**config.mk**
```make
export PLATFORM = sky130hd
export DESIGN_NAME = vicm_top
export DESIGN_NICKNAME = d
export VERILOG_FILES = /design/src/core/vicm_pkg.sv /design/src/core/vicm_level_map.sv /design/src/core/vicm_top.sv
export VERILOG_INCLUDE_DIRS = /design/src /design/src/core
export SDC_FILE = /design/constraint.sdc
export NUM_CORES = 1
export LEC_CHECK = 0
export BUFFER_PORTS_ARGS = -buffer_cell sky130_fd_sc_hd__buf_2
export CAP_MARGIN = 15
export CORE_ASPECT_RATIO = 1.1
export CORE_UTILIZATION = 43
export CTS_BUF_LIST = sky130_fd_sc_hd__clkbuf_8
export DETAILED_ROUTE_END_ITERATION = 10
export GPL_TIMING_DRIVEN = 0
export MAX_ROUTING_LAYER = met4
export PLACE_DENSITY = 0.68
export SLEW_MARGIN = 20
export SYNTH_ARGS = -nofsm -noshare
export SYNTH_HDL_FRONTEND = slang
export SYNTH_HIERARCHICAL = 1
export SYNTH_SLANG_ARGS = --single-unit
```
**constraint.sdc**
```tcl
create_clock -name I_SYS_CLK -period 1.7 [get_ports I_SYS_CLK]
set_input_delay 0.17 -clock I_SYS_CLK [delete_from_list [all_inputs] [get_ports I_SYS_CLK]]
set_output_delay 0.17 -clock I_SYS_CLK [all_outputs]
set_load 0.02 [all_outputs]
```
**src/core/vicm_consts.svh**
```systemverilog
// Purpose: Offsets, field positions and reset values of the mapper.
// Assumes: Included by the package and by every design file.
// Notes:   Definitions only.
`ifndef VICM_CONSTS_SVH
`define VICM_CONSTS_SVH

`define VICM_ADDR_W 8
`define VICM_CFG_OFS 8'h4c
`define VICM_CFG_RST 32'h0000_0000
`define VICM_SYNC_IDLE 8'hff
`define VICM_MASK_HI 31
`define VICM_MASK_LO 25
`define VICM_EN_HI 24
`define VICM_EN_LO 17
`define VICM_MAP7_LO 14
`define VICM_MAP6_LO 11
`define VICM_MAP5_LO 8
`define VICM_MAP4_LO 5
`define VICM_MAP3_LO 2
`define VICM_SEL2_BIT 1
`define VICM_SEL1_BIT 0
`define VICM_N_ERR 8
`define VICM_N_LINE 4

`endif

```
**src/core/vicm_pkg.sv**
```systemverilog
// Purpose: Types shared by the mapper modules.
// Assumes: Constants come from the header.
// Notes:   Error index k matches enable bit 17+k.
`include "vicm_consts.svh"

package vicm_pkg;

	typedef struct packed {
		logic [31:0] cfg;
		logic [7:0] sync1;
		logic [7:0] sync2;
		logic [7:1] pend;
		logic [`VICM_N_ERR-1:0] err;
		logic [`VICM_N_LINE-1:0] req;
		logic err_irq;
		logic [31:0] rdata;
	} vicm_state_t;

endpackage : vicm_pkg

```
**src/core/vicm_level_map.sv**
```systemverilog
// Purpose: Decode one level's map field into a request line and type.
// Assumes: Purely combinational; used once per VME level.
// Notes:   Line index 0 is request line 4, index 3 is line 7.
`timescale 1ns/1ps
`include "vicm_consts.svh"

module vicm_level_map
	import vicm_pkg::*;
(
	input wire logic [2:0] i_field,
	output logic [`VICM_N_LINE-1:0] o_line,
	output logic o_rora
);

	// -----------------------------------------------------------------
	// Field decode
	// -----------------------------------------------------------------
	// A one-hot result guarantees a level never reaches two lines.
	always_comb begin
		o_line = 4'h0;
		o_line[i_field[2:1]] = 1'b1;
		o_rora = i_field[0];
	end

endmodule : vicm_level_map

```
**src/core/vicm_top.sv**
```systemverilog
// Purpose: VME interrupt level mask, line mapping and error interrupts.
// Assumes: Error event inputs are one-cycle pulses on I_SYS_CLK.
// Notes:   VME pins pass two flip-flops before any logic reads them.
`timescale 1ns/1ps
`include "vicm_consts.svh"

module vicm_top
	import vicm_pkg::*;
(
	input wire logic I_SYS_CLK,
	input wire logic I_RST,
	input wire logic I_REG_WR,
	input wire logic I_REG_RD,
	input wire logic [`VICM_ADDR_W-1:0] I_REG_ADDR,
	input wire logic [31:0] I_REG_WDATA,
	output logic [31:0] O_REG_RDATA,
	input wire logic [7:1] I_VME_IRQ_N,
	input wire logic I_VME_BERR_N,
	input wire logic I_IACK_STB,
	input wire logic [2:0] I_IACK_LEVEL,
	input wire logic [7:1] I_PEND_CLR,
	input wire logic I_SWAP_PAR_ERR,
	input wire logic [3:0] I_PAR_ERR,
	input wire logic I_ARB_TIMEOUT,
	input wire logic I_BUS_TIMEOUT,
	input wire logic I_INTERLOCK_ERR,
	input wire logic I_PLAIN_READ_LOCKED_PAGE_ERR,
	input wire logic I_UNMAPPED_LOCKED_CYCLE_ERR,
	input wire logic [`VICM_N_ERR-1:0] I_ERR_CLR,
	output logic [`VICM_N_LINE-1:0] O_HOST_REQ,
	output logic O_ERR_IRQ,
	output logic [7:1] O_PENDING,
	output logic [`VICM_N_ERR-1:0] O_ERR_STATUS
);

	// -----------------------------------------------------------------
	// Map field selection
	// -----------------------------------------------------------------
	function automatic logic [2:0] map_field(
		input logic [31:0] cfg,
		input int lvl
	);
		case (lvl)
			7: map_field = cfg[`VICM_MAP7_LO +: 3];
			6: map_field = cfg[`VICM_MAP6_LO +: 3];
			5: map_field = cfg[`VICM_MAP5_LO +: 3];
			4: map_field = cfg[`VICM_MAP4_LO +: 3];
			3: map_field = cfg[`VICM_MAP3_LO +: 3];
			// Levels 2 and 1 only choose the release type.
			2: map_field = {2'b00, cfg[`VICM_SEL2_BIT]};
			default: map_field = {2'b00, cfg[`VICM_SEL1_BIT]};
		endcase
	endfunction : map_field

	vicm_state_t s_q;
	vicm_state_t s_d;
	logic [`VICM_N_LINE-1:0] line_sel [7:1];
	logic [7:1] rora_sel;
	logic [7:1] mask;
	logic [`VICM_N_ERR-1:0] err_en;
	logic [7:1] set_vec;
	logic [7:1] clr_vec;
	logic [`VICM_N_ERR-1:0] err_ev;
	logic cfg_hit;

	assign mask = s_q.cfg[`VICM_MASK_HI:`VICM_MASK_LO];
	assign err_en = s_q.cfg[`VICM_EN_HI:`VICM_EN_LO];
	assign cfg_hit = (I_REG_ADDR == `VICM_CFG_OFS);

	genvar gl;
	generate
		for (gl = 1; gl <= 7; gl++) begin : g_lvl
			vicm_level_map u_map (
				.i_field(map_field(s_q.cfg, gl)),
				.o_line(line_sel[gl]),
				.o_rora(rora_sel[gl])
			);
		end
	endgenerate

	// -----------------------------------------------------------------
	// Next state
	// -----------------------------------------------------------------
	always_comb begin
		s_d = s_q;
		s_d.sync1 = {I_VME_IRQ_N, I_VME_BERR_N};
		s_d.sync2 = s_q.sync1;

		if (I_REG_WR && cfg_hit) begin
			s_d.cfg = I_REG_WDATA;
		end
		if (I_REG_RD) begin
			s_d.rdata = cfg_hit ? s_q.cfg : 32'h0000_0000;
		end

		// A level is caught only while its mask bit is set, but a later
		// mask write never drops a level that is already pending.
		for (int l = 1; l <= 7; l++) begin
			set_vec[l] = ~s_q.sync2[l] & mask[l];
			if (rora_sel[l]) begin
				clr_vec[l] = I_PEND_CLR[l];
			end else begin
				clr_vec[l] = I_IACK_STB &&
					(I_IACK_LEVEL == 3'(l));
			end
		end
		// For an unmasked level, the line still being held low wins over the release.
		s_d.pend = (s_q.pend & ~clr_vec) | set_vec;

		s_d.req = 4'h0;
		for (int l = 1; l <= 7; l++) begin
			if (s_q.pend[l] && mask[l]) begin
				s_d.req = s_d.req | line_sel[l];
			end
		end

		err_ev[0] = I_UNMAPPED_LOCKED_CYCLE_ERR;
		err_ev[1] = I_PLAIN_READ_LOCKED_PAGE_ERR;
		err_ev[2] = I_INTERLOCK_ERR;
		err_ev[3] = I_BUS_TIMEOUT;
		err_ev[4] = I_ARB_TIMEOUT;
		err_ev[5] = |I_PAR_ERR;
		err_ev[6] = I_SWAP_PAR_ERR;
		err_ev[7] = ~s_q.sync2[0];
		// A new event in the clearing cycle is kept.
		s_d.err = (s_q.err & ~I_ERR_CLR) | err_ev;
		s_d.err_irq = |(s_q.err & err_en);
	end

	always_ff @(posedge I_SYS_CLK) begin
		if (I_RST) begin
			// Pins idle high, so the synchronisers reset to idle.
			s_q <= '{cfg: `VICM_CFG_RST, sync1: `VICM_SYNC_IDLE,
				sync2: `VICM_SYNC_IDLE, default: '0};
		end else begin
			s_q <= s_d;
		end
	end

	assign O_REG_RDATA = s_q.rdata;
	assign O_HOST_REQ = s_q.req;
	assign O_ERR_IRQ = s_q.err_irq;
	assign O_PENDING = s_q.pend;
	assign O_ERR_STATUS = s_q.err;

	// -----------------------------------------------------------------
	// Checks
	// -----------------------------------------------------------------
	a_mask_gate_req:
	assert property (@(posedge I_SYS_CLK) disable iff (I_RST)
		(mask == 7'h00) |=> (O_HOST_REQ == 4'h0))
	else $error("request line raised with all levels masked");

	a_pend_only_clear:
	assert property (@(posedge I_SYS_CLK) disable iff (I_RST)
		(s_q.pend[5] && !clr_vec[5] && I_REG_WR) |=> s_q.pend[5])
	else $error("pending level lost on a register write");

	a_roak_ack_clear:
	assert property (@(posedge I_SYS_CLK) disable iff (I_RST)
		(s_q.pend[3] && !rora_sel[3] && s_q.sync2[3] &&
		I_IACK_STB && I_IACK_LEVEL == 3'h3) |=> !s_q.pend[3])
	else $error("acknowledge did not release level 3");

	a_rora_ack_keep:
	assert property (@(posedge I_SYS_CLK) disable iff (I_RST)
		(s_q.pend[4] && rora_sel[4] && !I_PEND_CLR[4])
		|=> s_q.pend[4])
	else $error("register-release level 4 dropped without clear");

	a_default_line:
	assert property (@(posedge I_SYS_CLK) disable iff (I_RST)
		(s_q.pend[7] && mask[7] &&
		s_q.cfg[`VICM_MAP7_LO +: 3] == 3'h0) |=> O_HOST_REQ[0])
	else $error("zero map field not sent on line 4");

	a_top_line:
	assert property (@(posedge I_SYS_CLK) disable iff (I_RST)
		(s_q.pend[6] && mask[6] &&
		s_q.cfg[`VICM_MAP6_LO + 1 +: 2] == 2'h3) |=> O_HOST_REQ[3])
	else $error("map code 11 not sent on line 7");

	a_low_fixed_line:
	assert property (@(posedge I_SYS_CLK) disable iff (I_RST)
		(s_q.pend[2] && mask[2]) |=> O_HOST_REQ[0])
	else $error("level 2 not sent on line 4");

	a_err_gate:
	assert property (@(posedge I_SYS_CLK) disable iff (I_RST)
		(err_en == 8'h00) |=> !O_ERR_IRQ)
	else $error("error interrupt with all enables clear");

	a_berr_irq:
	assert property (@(posedge I_SYS_CLK) disable iff (I_RST)
		(!s_q.sync2[0] && err_en[7] && !I_REG_WR) |=> ##1 O_ERR_IRQ)
	else $error("bus error did not interrupt");

	a_swap_irq:
	assert property (@(posedge I_SYS_CLK) disable iff (I_RST)
		(I_SWAP_PAR_ERR && err_en[6] && !I_REG_WR) |=> ##1 O_ERR_IRQ)
	else $error("swap parity error did not interrupt");

	a_par_irq:
	assert property (@(posedge I_SYS_CLK) disable iff (I_RST)
		(|I_PAR_ERR && err_en[5] && !I_REG_WR) |=> ##1 O_ERR_IRQ)
	else $error("transfer parity error did not interrupt");

	a_arb_irq:
	assert property (@(posedge I_SYS_CLK) disable iff (I_RST)
		(I_ARB_TIMEOUT && err_en[4] && !I_REG_WR) |=> ##1 O_ERR_IRQ)
	else $error("arbitration timeout did not interrupt");

	a_bto_irq:
	assert property (@(posedge I_SYS_CLK) disable iff (I_RST)
		(I_BUS_TIMEOUT && err_en[3] && !I_REG_WR) |=> ##1 O_ERR_IRQ)
	else $error("transaction timeout did not interrupt");

	a_lock_irq:
	assert property (@(posedge I_SYS_CLK) disable iff (I_RST)
		(I_INTERLOCK_ERR && err_en[2] && !I_REG_WR) |=> ##1 O_ERR_IRQ)
	else $error("interlock error did not interrupt");

	a_plain_irq:
	assert property (@(posedge I_SYS_CLK) disable iff (I_RST)
		(I_PLAIN_READ_LOCKED_PAGE_ERR && err_en[1] && !I_REG_WR)
		|=> ##1 O_ERR_IRQ)
	else $error("plain read of locked page did not interrupt");

	a_unmap_irq:
	assert property (@(posedge I_SYS_CLK) disable iff (I_RST)
		(I_UNMAPPED_LOCKED_CYCLE_ERR && err_en[0] && !I_REG_WR)
		|=> ##1 O_ERR_IRQ)
	else $error("locked cycle to unmapped page did not interrupt");

	a_cfg_readback:
	assert property (@(posedge I_SYS_CLK) disable iff (I_RST)
		(I_REG_WR && cfg_hit) |=> (s_q.cfg == $past(I_REG_WDATA)))
	else $error("configuration write not stored");

	a_masked_no_set:
	assert property (@(posedge I_SYS_CLK) disable iff (I_RST)
		(!mask[4] && !s_q.pend[4]) |=> !O_PENDING[4])
	else $error("masked level 4 became pending");

	a_level_set:
	assert property (@(posedge I_SYS_CLK) disable iff (I_RST)
		(!s_q.sync2[6] && mask[6]) |=> O_PENDING[6])
	else $error("unmasked level 6 not caught");

	a_ack_other_keep:
	assert property (@(posedge I_SYS_CLK) disable iff (I_RST)
		(s_q.pend[7] && !I_PEND_CLR[7] &&
		!(I_IACK_STB && I_IACK_LEVEL == 3'h7)) |=> O_PENDING[7])
	else $error("level 7 released without its acknowledge");

	a_req_needs_pend:
	assert property (@(posedge I_SYS_CLK) disable iff (I_RST)
		((s_q.pend & mask) == 7'h00) |=> (O_HOST_REQ == 4'h0))
	else $error("request line raised with nothing pending");

	a_mid_line:
	assert property (@(posedge I_SYS_CLK) disable iff (I_RST)
		(s_q.pend[5] && mask[5] &&
		s_q.cfg[`VICM_MAP5_LO + 1 +: 2] == 2'h1) |=> O_HOST_REQ[1])
	else $error("map code 01 not sent on line 5");

	a_upper_line:
	assert property (@(posedge I_SYS_CLK) disable iff (I_RST)
		(s_q.pend[4] && mask[4] &&
		s_q.cfg[`VICM_MAP4_LO + 1 +: 2] == 2'h2) |=> O_HOST_REQ[2])
	else $error("map code 10 not sent on line 6");

	a_low1_line:
	assert property (@(posedge I_SYS_CLK) disable iff (I_RST)
		(s_q.pend[1] && mask[1]) |=> O_HOST_REQ[0])
	else $error("level 1 not sent on line 4");

	a_read_cfg:
	assert property (@(posedge I_SYS_CLK) disable iff (I_RST)
		(I_REG_RD && cfg_hit) |=> (O_REG_RDATA == $past(s_q.cfg)))
	else $error("configuration read returned wrong data");

	a_read_other:
	assert property (@(posedge I_SYS_CLK) disable iff (I_RST)
		(I_REG_RD && !cfg_hit) |=> (O_REG_RDATA == 32'h0000_0000))
	else $error("unmapped read not zero");

	a_read_hold:
	assert property (@(posedge I_SYS_CLK) disable iff (I_RST)
		!I_REG_RD |=> $stable(O_REG_RDATA))
	else $error("read data changed without a read");

	a_err_hold:
	assert property (@(posedge I_SYS_CLK) disable iff (I_RST)
		(s_q.err[3] && !I_ERR_CLR[3]) |=> O_ERR_STATUS[3])
	else $error("bus timeout status lost without a clear");

	a_err_clear:
	assert property (@(posedge I_SYS_CLK) disable iff (I_RST)
		(I_ERR_CLR[4] && !I_ARB_TIMEOUT) |=> !O_ERR_STATUS[4])
	else $error("arbitration status not cleared");

	a_arb_status:
	assert property (@(posedge I_SYS_CLK) disable iff (I_RST)
		I_ARB_TIMEOUT |=> O_ERR_STATUS[4])
	else $error("arbitration timeout not recorded");

	a_irq_needs_flag:
	assert property (@(posedge I_SYS_CLK) disable iff (I_RST)
		((s_q.err & err_en) == 8'h00) |=> !O_ERR_IRQ)
	else $error("error interrupt without an enabled flag");

endmodule : vicm_top

```
# After elaboration in Yosys (flattened, before gate mapping)

Cells that the tools add are included.

Register bits after elaboration: 100
Output and inout bits: 52
Logic and storage cells: 100

$lt $le $gt $ge: 10
Eq/ne operators: 8
Multiplexer cells: 25
Bitwise gates (word level): 27
Reduce and logical (&&, ||, !) cells: 22

Operator list:

| cell                 | count |
|---|---|
| $mux W32             | 1 |
| $logic_and A1 B1 Y1  | 20 |
| $mux W4              | 5 |
| $or A4 B4 Y4         | 5 |
| $and A8 B8 Y8        | 2 |
| $lt A2 B3 Y1 const B | 5 |
| $mux W1              | 14 |
| $eq A3 B3 Y1 const B | 4 |
| $demux W1 S2         | 5 |
| $ge A2 B1 Y1 const B | 5 |
| $eq A8 B7 Y1 const B | 1 |
| $not A1 Y1           | 8 |
| $not A8 Y8           | 1 |
| $or A8 B8 Y8         | 1 |
| $reduce_or A8 Y1     | 1 |
| $and A1 B1 Y1        | 7 |
| $and A7 B7 Y7        | 1 |
| $not A7 Y7           | 1 |
| $or A7 B7 Y7         | 1 |
| $eq A3 B2 Y1 const B | 2 |
| $reduce_or A4 Y1     | 1 |
| $eq A3 B1 Y1 const B | 1 |

# Depth between registers and ports, before layout

Word-level depth: 14
Gate-level depth with buffers: 6
Depth with buffers taken out: 4

# Cells and area by module

The synthesis kept the hierarchy.

By module, submodules not included:

| module         | instances | cells each | area an instance (um^2) | seq. area each (um^2) |
|---|---|---|---|---|
| vicm_top       | 1         | 491        | 4513.1                  | 2001.9 |
| vicm_level_map | 7         | 5          | 33.8                    | 0.0 |

# Least setup slack after synthesis

OpenSTA, ideal clock, no wires.

Path kind: input -> register
From: in I_REG_ADDR[1]
To: reg s_q, in the netlist err_en[0]
Arrival: 1.191 ns
Data required time: 1.628 ns
Slack: 0.438 ns
Stages on the path: 6
Buffers on the path: 3
Cell sequence: nor4bb_1 > clkbuf_2 > and3_1 > buf_4 > buf_6 > mux2i_1

Cells in the longest elaborated chain, start to end: 2

Ends and longest elaborated chain:

| what                          | RTL line        | text |
|---|---|---|
| from (decl)                   | vicm_top.sv:14  | `` input wire logic [`VICM_ADDR_W-1:0] I_REG_ADDR, `` |
| $eq A8 B7 Y1 (no source line) | -               |  |
| $logic_and A1 B1 Y1           | vicm_top.sv:89  | `if (I_REG_WR && cfg_hit) begin` |
| to (signal assigned)          | vicm_top.sv:133 | `` s_q <= '{cfg: `VICM_CFG_RST, sync1: `VICM_SYNC_IDLE, `` |
| to (decl)                     | vicm_top.sv:55  | `vicm_state_t s_q;` |

Every way passes these cells.
A chain may end at the register's enable or synchronous reset.

# Worst setup path in the final report

From: in I_RST
To: reg s_q, in the netlist O_REG_RDATA[6]

RTL lines:

| what        | RTL line       | text |
|---|---|---|
| from (decl) | vicm_top.sv:11 | `input wire logic I_RST,` |

No word-level cell between the ends.

==> impl_metrics.csv <==
group,metric,value,unit
synthesis,synth_most_common_cell,"nand2b_1",
clock_tree,post_cts_resized,0,
global_route,grtUsageMet2,34.9,%
sta,max_freq,756,MHz
synthesis,avgSynthCellArea,9.03,µm²
critical_path,worstSetupEndpointType,"flop",
global_route,use_met3,2.49,%
hold_path,hold_path_class,"in2reg",
routing,post_drt_wl_per_cell,13.8,µm
sta,whs,0.0343,ns
sta,setup_viol,0,
power,ir_worst_vdd,408,µV
power,p_leak,2.54,nW
global_route,grt.total_usage,21.4,%
sta,relSlewSlack,58.6,%
critical_path,path_class,"in2reg",
sta,grt_setup_unrepaired,"false",
critical_path,crit_required,1.94,ns
synthesis,synthXorXnorAreaFrac,0,%
synthesis,ys_warn_count,6,
place,placed_cells,814,
clock_tree,clk_latency,0.38,ns
cells_and_area,syn_to_final_growth,25.8,%
place,gp_congestion,0.865,
sta,min_period,1.32,ns
floorplanning,io_pins,133,
run,drv_cap,0,
synthesis,yosys.area.top_type_share,42.1,%
critical_path,reg2reg_from,"s_q[83]$_SDFFE_PP0P_",
synthesis,synth-compound-area-share,8.35,%
synthesis,yosys-top-cells-area,"dfxtp_1, nand2b_1, buf_4",
cells_and_area,antennaDiodeCount,0,
status,status,"finished, final reports clean",
clock_tree,cts_sinks,100,
power,power,4.31,mW
global_route,busiest_layer,"met2",
synthesis,ys_seq_area_share,42.1,%
synthesis,syn-instance-count,526,
synthesis,async_flop_share,0,%
synthesis,yosysTopAreaCell,"dfxtp_1",
global_route,grt.overflow.total,0,
clock_tree,cts_inserted_buffers,9,
sta,fin_worst_skew,0.00796,ns
synthesis,yosys_register_bits,100,
clock_tree,htreeDepth,3,
routing,drc,0,
place,dpl.hpwl,9040,µm
synthesis,yosys.area_share.simple,29.8,%
global_route,grt_pass1_wl,18100,µm
cells_and_area,stdcell_count,844,
sta,drv_slew,0,
clock_tree,cts_setup_buffers,0,
power,pwr_density_cell,721,nW/µm²
floorplanning,start_util,44.9,%
global_route,grt_pass1_vias,3791,
floorplanning,row_count,39,
critical_path,path_max_fanout,10,
routing,routed_via_density,4.68,
sta,tightest_slew,0.621,ns
critical_path,crit_start,"I_RST",
clock_tree,clk_pin_slew,0.10,ns
routing,drtPass1Iterations,5,
global_route,gr-usage-met1,27.0,%
clock_tree,clockBufferDepth,2,
synthesis,synth_top_flop_cell,"dfxtp_1",
floorplanning,dieArea,11500,µm²
routing,ant_nets,0,
synthesis,synth-edff-count,0,
global_route,grt_max_degree,18,
synthesis,synth.distinct_cells,30,
sta,period_share,77.8,%
routing,drt-initial-drc-count,135,
global_route,antenna_found_initial,0,
critical_path,worstSetupStartpointType,"input pin",
sta,finalHoldViolCount,0,
cells_and_area,finalNetCount,777,
synthesis,syn-cell-area,4750,µm²
place,io_buffers,130,
cells_and_area,fillers,1003,
floorplanning,dieWidth,102,µm
hold_path,hp-start,"I_PAR_ERR[2]",
routing,wl,11600,µm
floorplanning,die_h,112,µm
synthesis,netlist_top_cells_count,"nand2b_1, dfxtp_1, buf_4",
routing,vias,3948,
floorplanning,design.core.area,10600,µm²
clock_tree,cts_tree,"yes",
synthesis,synth_top_family_by_area,"simple AND/OR/NAND/NOR gates",
synthesis,synthMuxAreaShare,6.74,%
synthesis,synth-adder-area-share,0,%
clock_tree,cts_root_buffer,"clkbuf_8",
critical_path,cp.arrival,1.56,ns
cells_and_area,drive_above_1_share,35.0,%
==> area by class of cell <==
| class | instances | area, µm² | share of cell area [%] |
|---|---|---|---|
| Inverter | 6 | 22.5 | 0.377 |
| Multi-Input combinational cell | 345 | 2190 | 36.7 |
| Clock inverter | 7 | 75.1 | 1.26 |
| Tap cell | 143 | 179 | 2.99 |
| Sequential cell | 100 | 2000 | 33.5 |
| Timing Repair Buffer | 144 | 791 | 13.2 |
| Buffer | 90 | 591 | 9.88 |
| Clock buffer | 9 | 124 | 2.07 |
==> through the flow <==
stage                     util, %  worst slack [ns]  setup TNS [ns]  cell area [µm²]
after floorplan                 -             0.438               0             4810
after global placement       53.2            0.0182               0             5640
after detailed placement     53.2           -0.0261         -0.0463             5640
after CTS                    56.4             0.384               0             5970
after global routing         56.4             0.229               0             5970
final                        56.4             0.377               0             5970
==> registers in the layout, indices dropped and copies added, names as in the netlist <==
signal        cells
O_HOST_REQ        4
s_q              25
O_ERR_IRQ         1
O_PENDING         7
O_REG_RDATA      32
err_en            8
O_ERR_STATUS      8
s_d               8
mask              7
==> cells by family (layout without fill, tap and decap cells) <==
group / count (synthesis) / in the layout
AND/OR/NAND/NOR: 230 / 230
buffers and inverters: 96 / 256
AO/OA/AOI/OAI: 67 / 67
flip-flops: 100 / 100
other: 1 / 16
multiplexers: 32 / 32
==> worst paths after layout <==
kind / to / slack (ns) / cells past startpoint
worst max-delay path: O_REG_RDATA[6]$_SDFFE_PP0P_ / 0.38 / 4
worst min-delay path: O_ERR_STATUS[5]$_SDFF_PP0_ / 0.03 / 3
worst max register to register: O_HOST_REQ[3]$_SDFF_PP0_ / 0.41 / 4
worst min register to register: s_q[53]$_SDFF_PP1_ / 0.42 / 1
==> per-layer routing <==
| layer | vias to the layer above | routed length (µm) |
|---|---|---|
| met3 | 16 | 400 |
| met4 | 0 | 198 |
| met5 | - | 0 |
| met2 | 101 | 5650 |
| li1 | 2055 | - |
| met1 | 1776 | 5390 |
==> critical path, cell delays in order <==
cell and delay [ns]:
clkbuf_1 0.36, clkbuf_1 0.38, clkbuf_1 0.53, a21oi_1 0.11
==> repair_timing <==
| item | 4_1_cts | 5_1_grt |
|---|---|---|
| hold buffers | 14 | 0 |
| endpoints found under the hold margin | 14 | 0 |
| setup endpoints to repair | 0 | 0 |
==> power breakdown <==
group          leakage (nW)  total [mW]  internal, mW  switching [mW]
Clock                0.0981        1.55         0.691           0.864
Sequential            0.811        2.39          2.37          0.0143
Combinational          1.63       0.367         0.192           0.175
==> placed cells by master, fill, tap and decap left out, types with 16 or more instances in the layout <==
cell type / instances
nand4_1: 32
or2_2: 16
conb_1: 16
clkbuf_1: 21
a21oi_1: 47
buf_2: 136
nand3_1: 22
nand2b_1: 108
dfxtp_1: 100
buf_4: 59
mux2i_1: 32
Power figures use the tool's default switching activity.
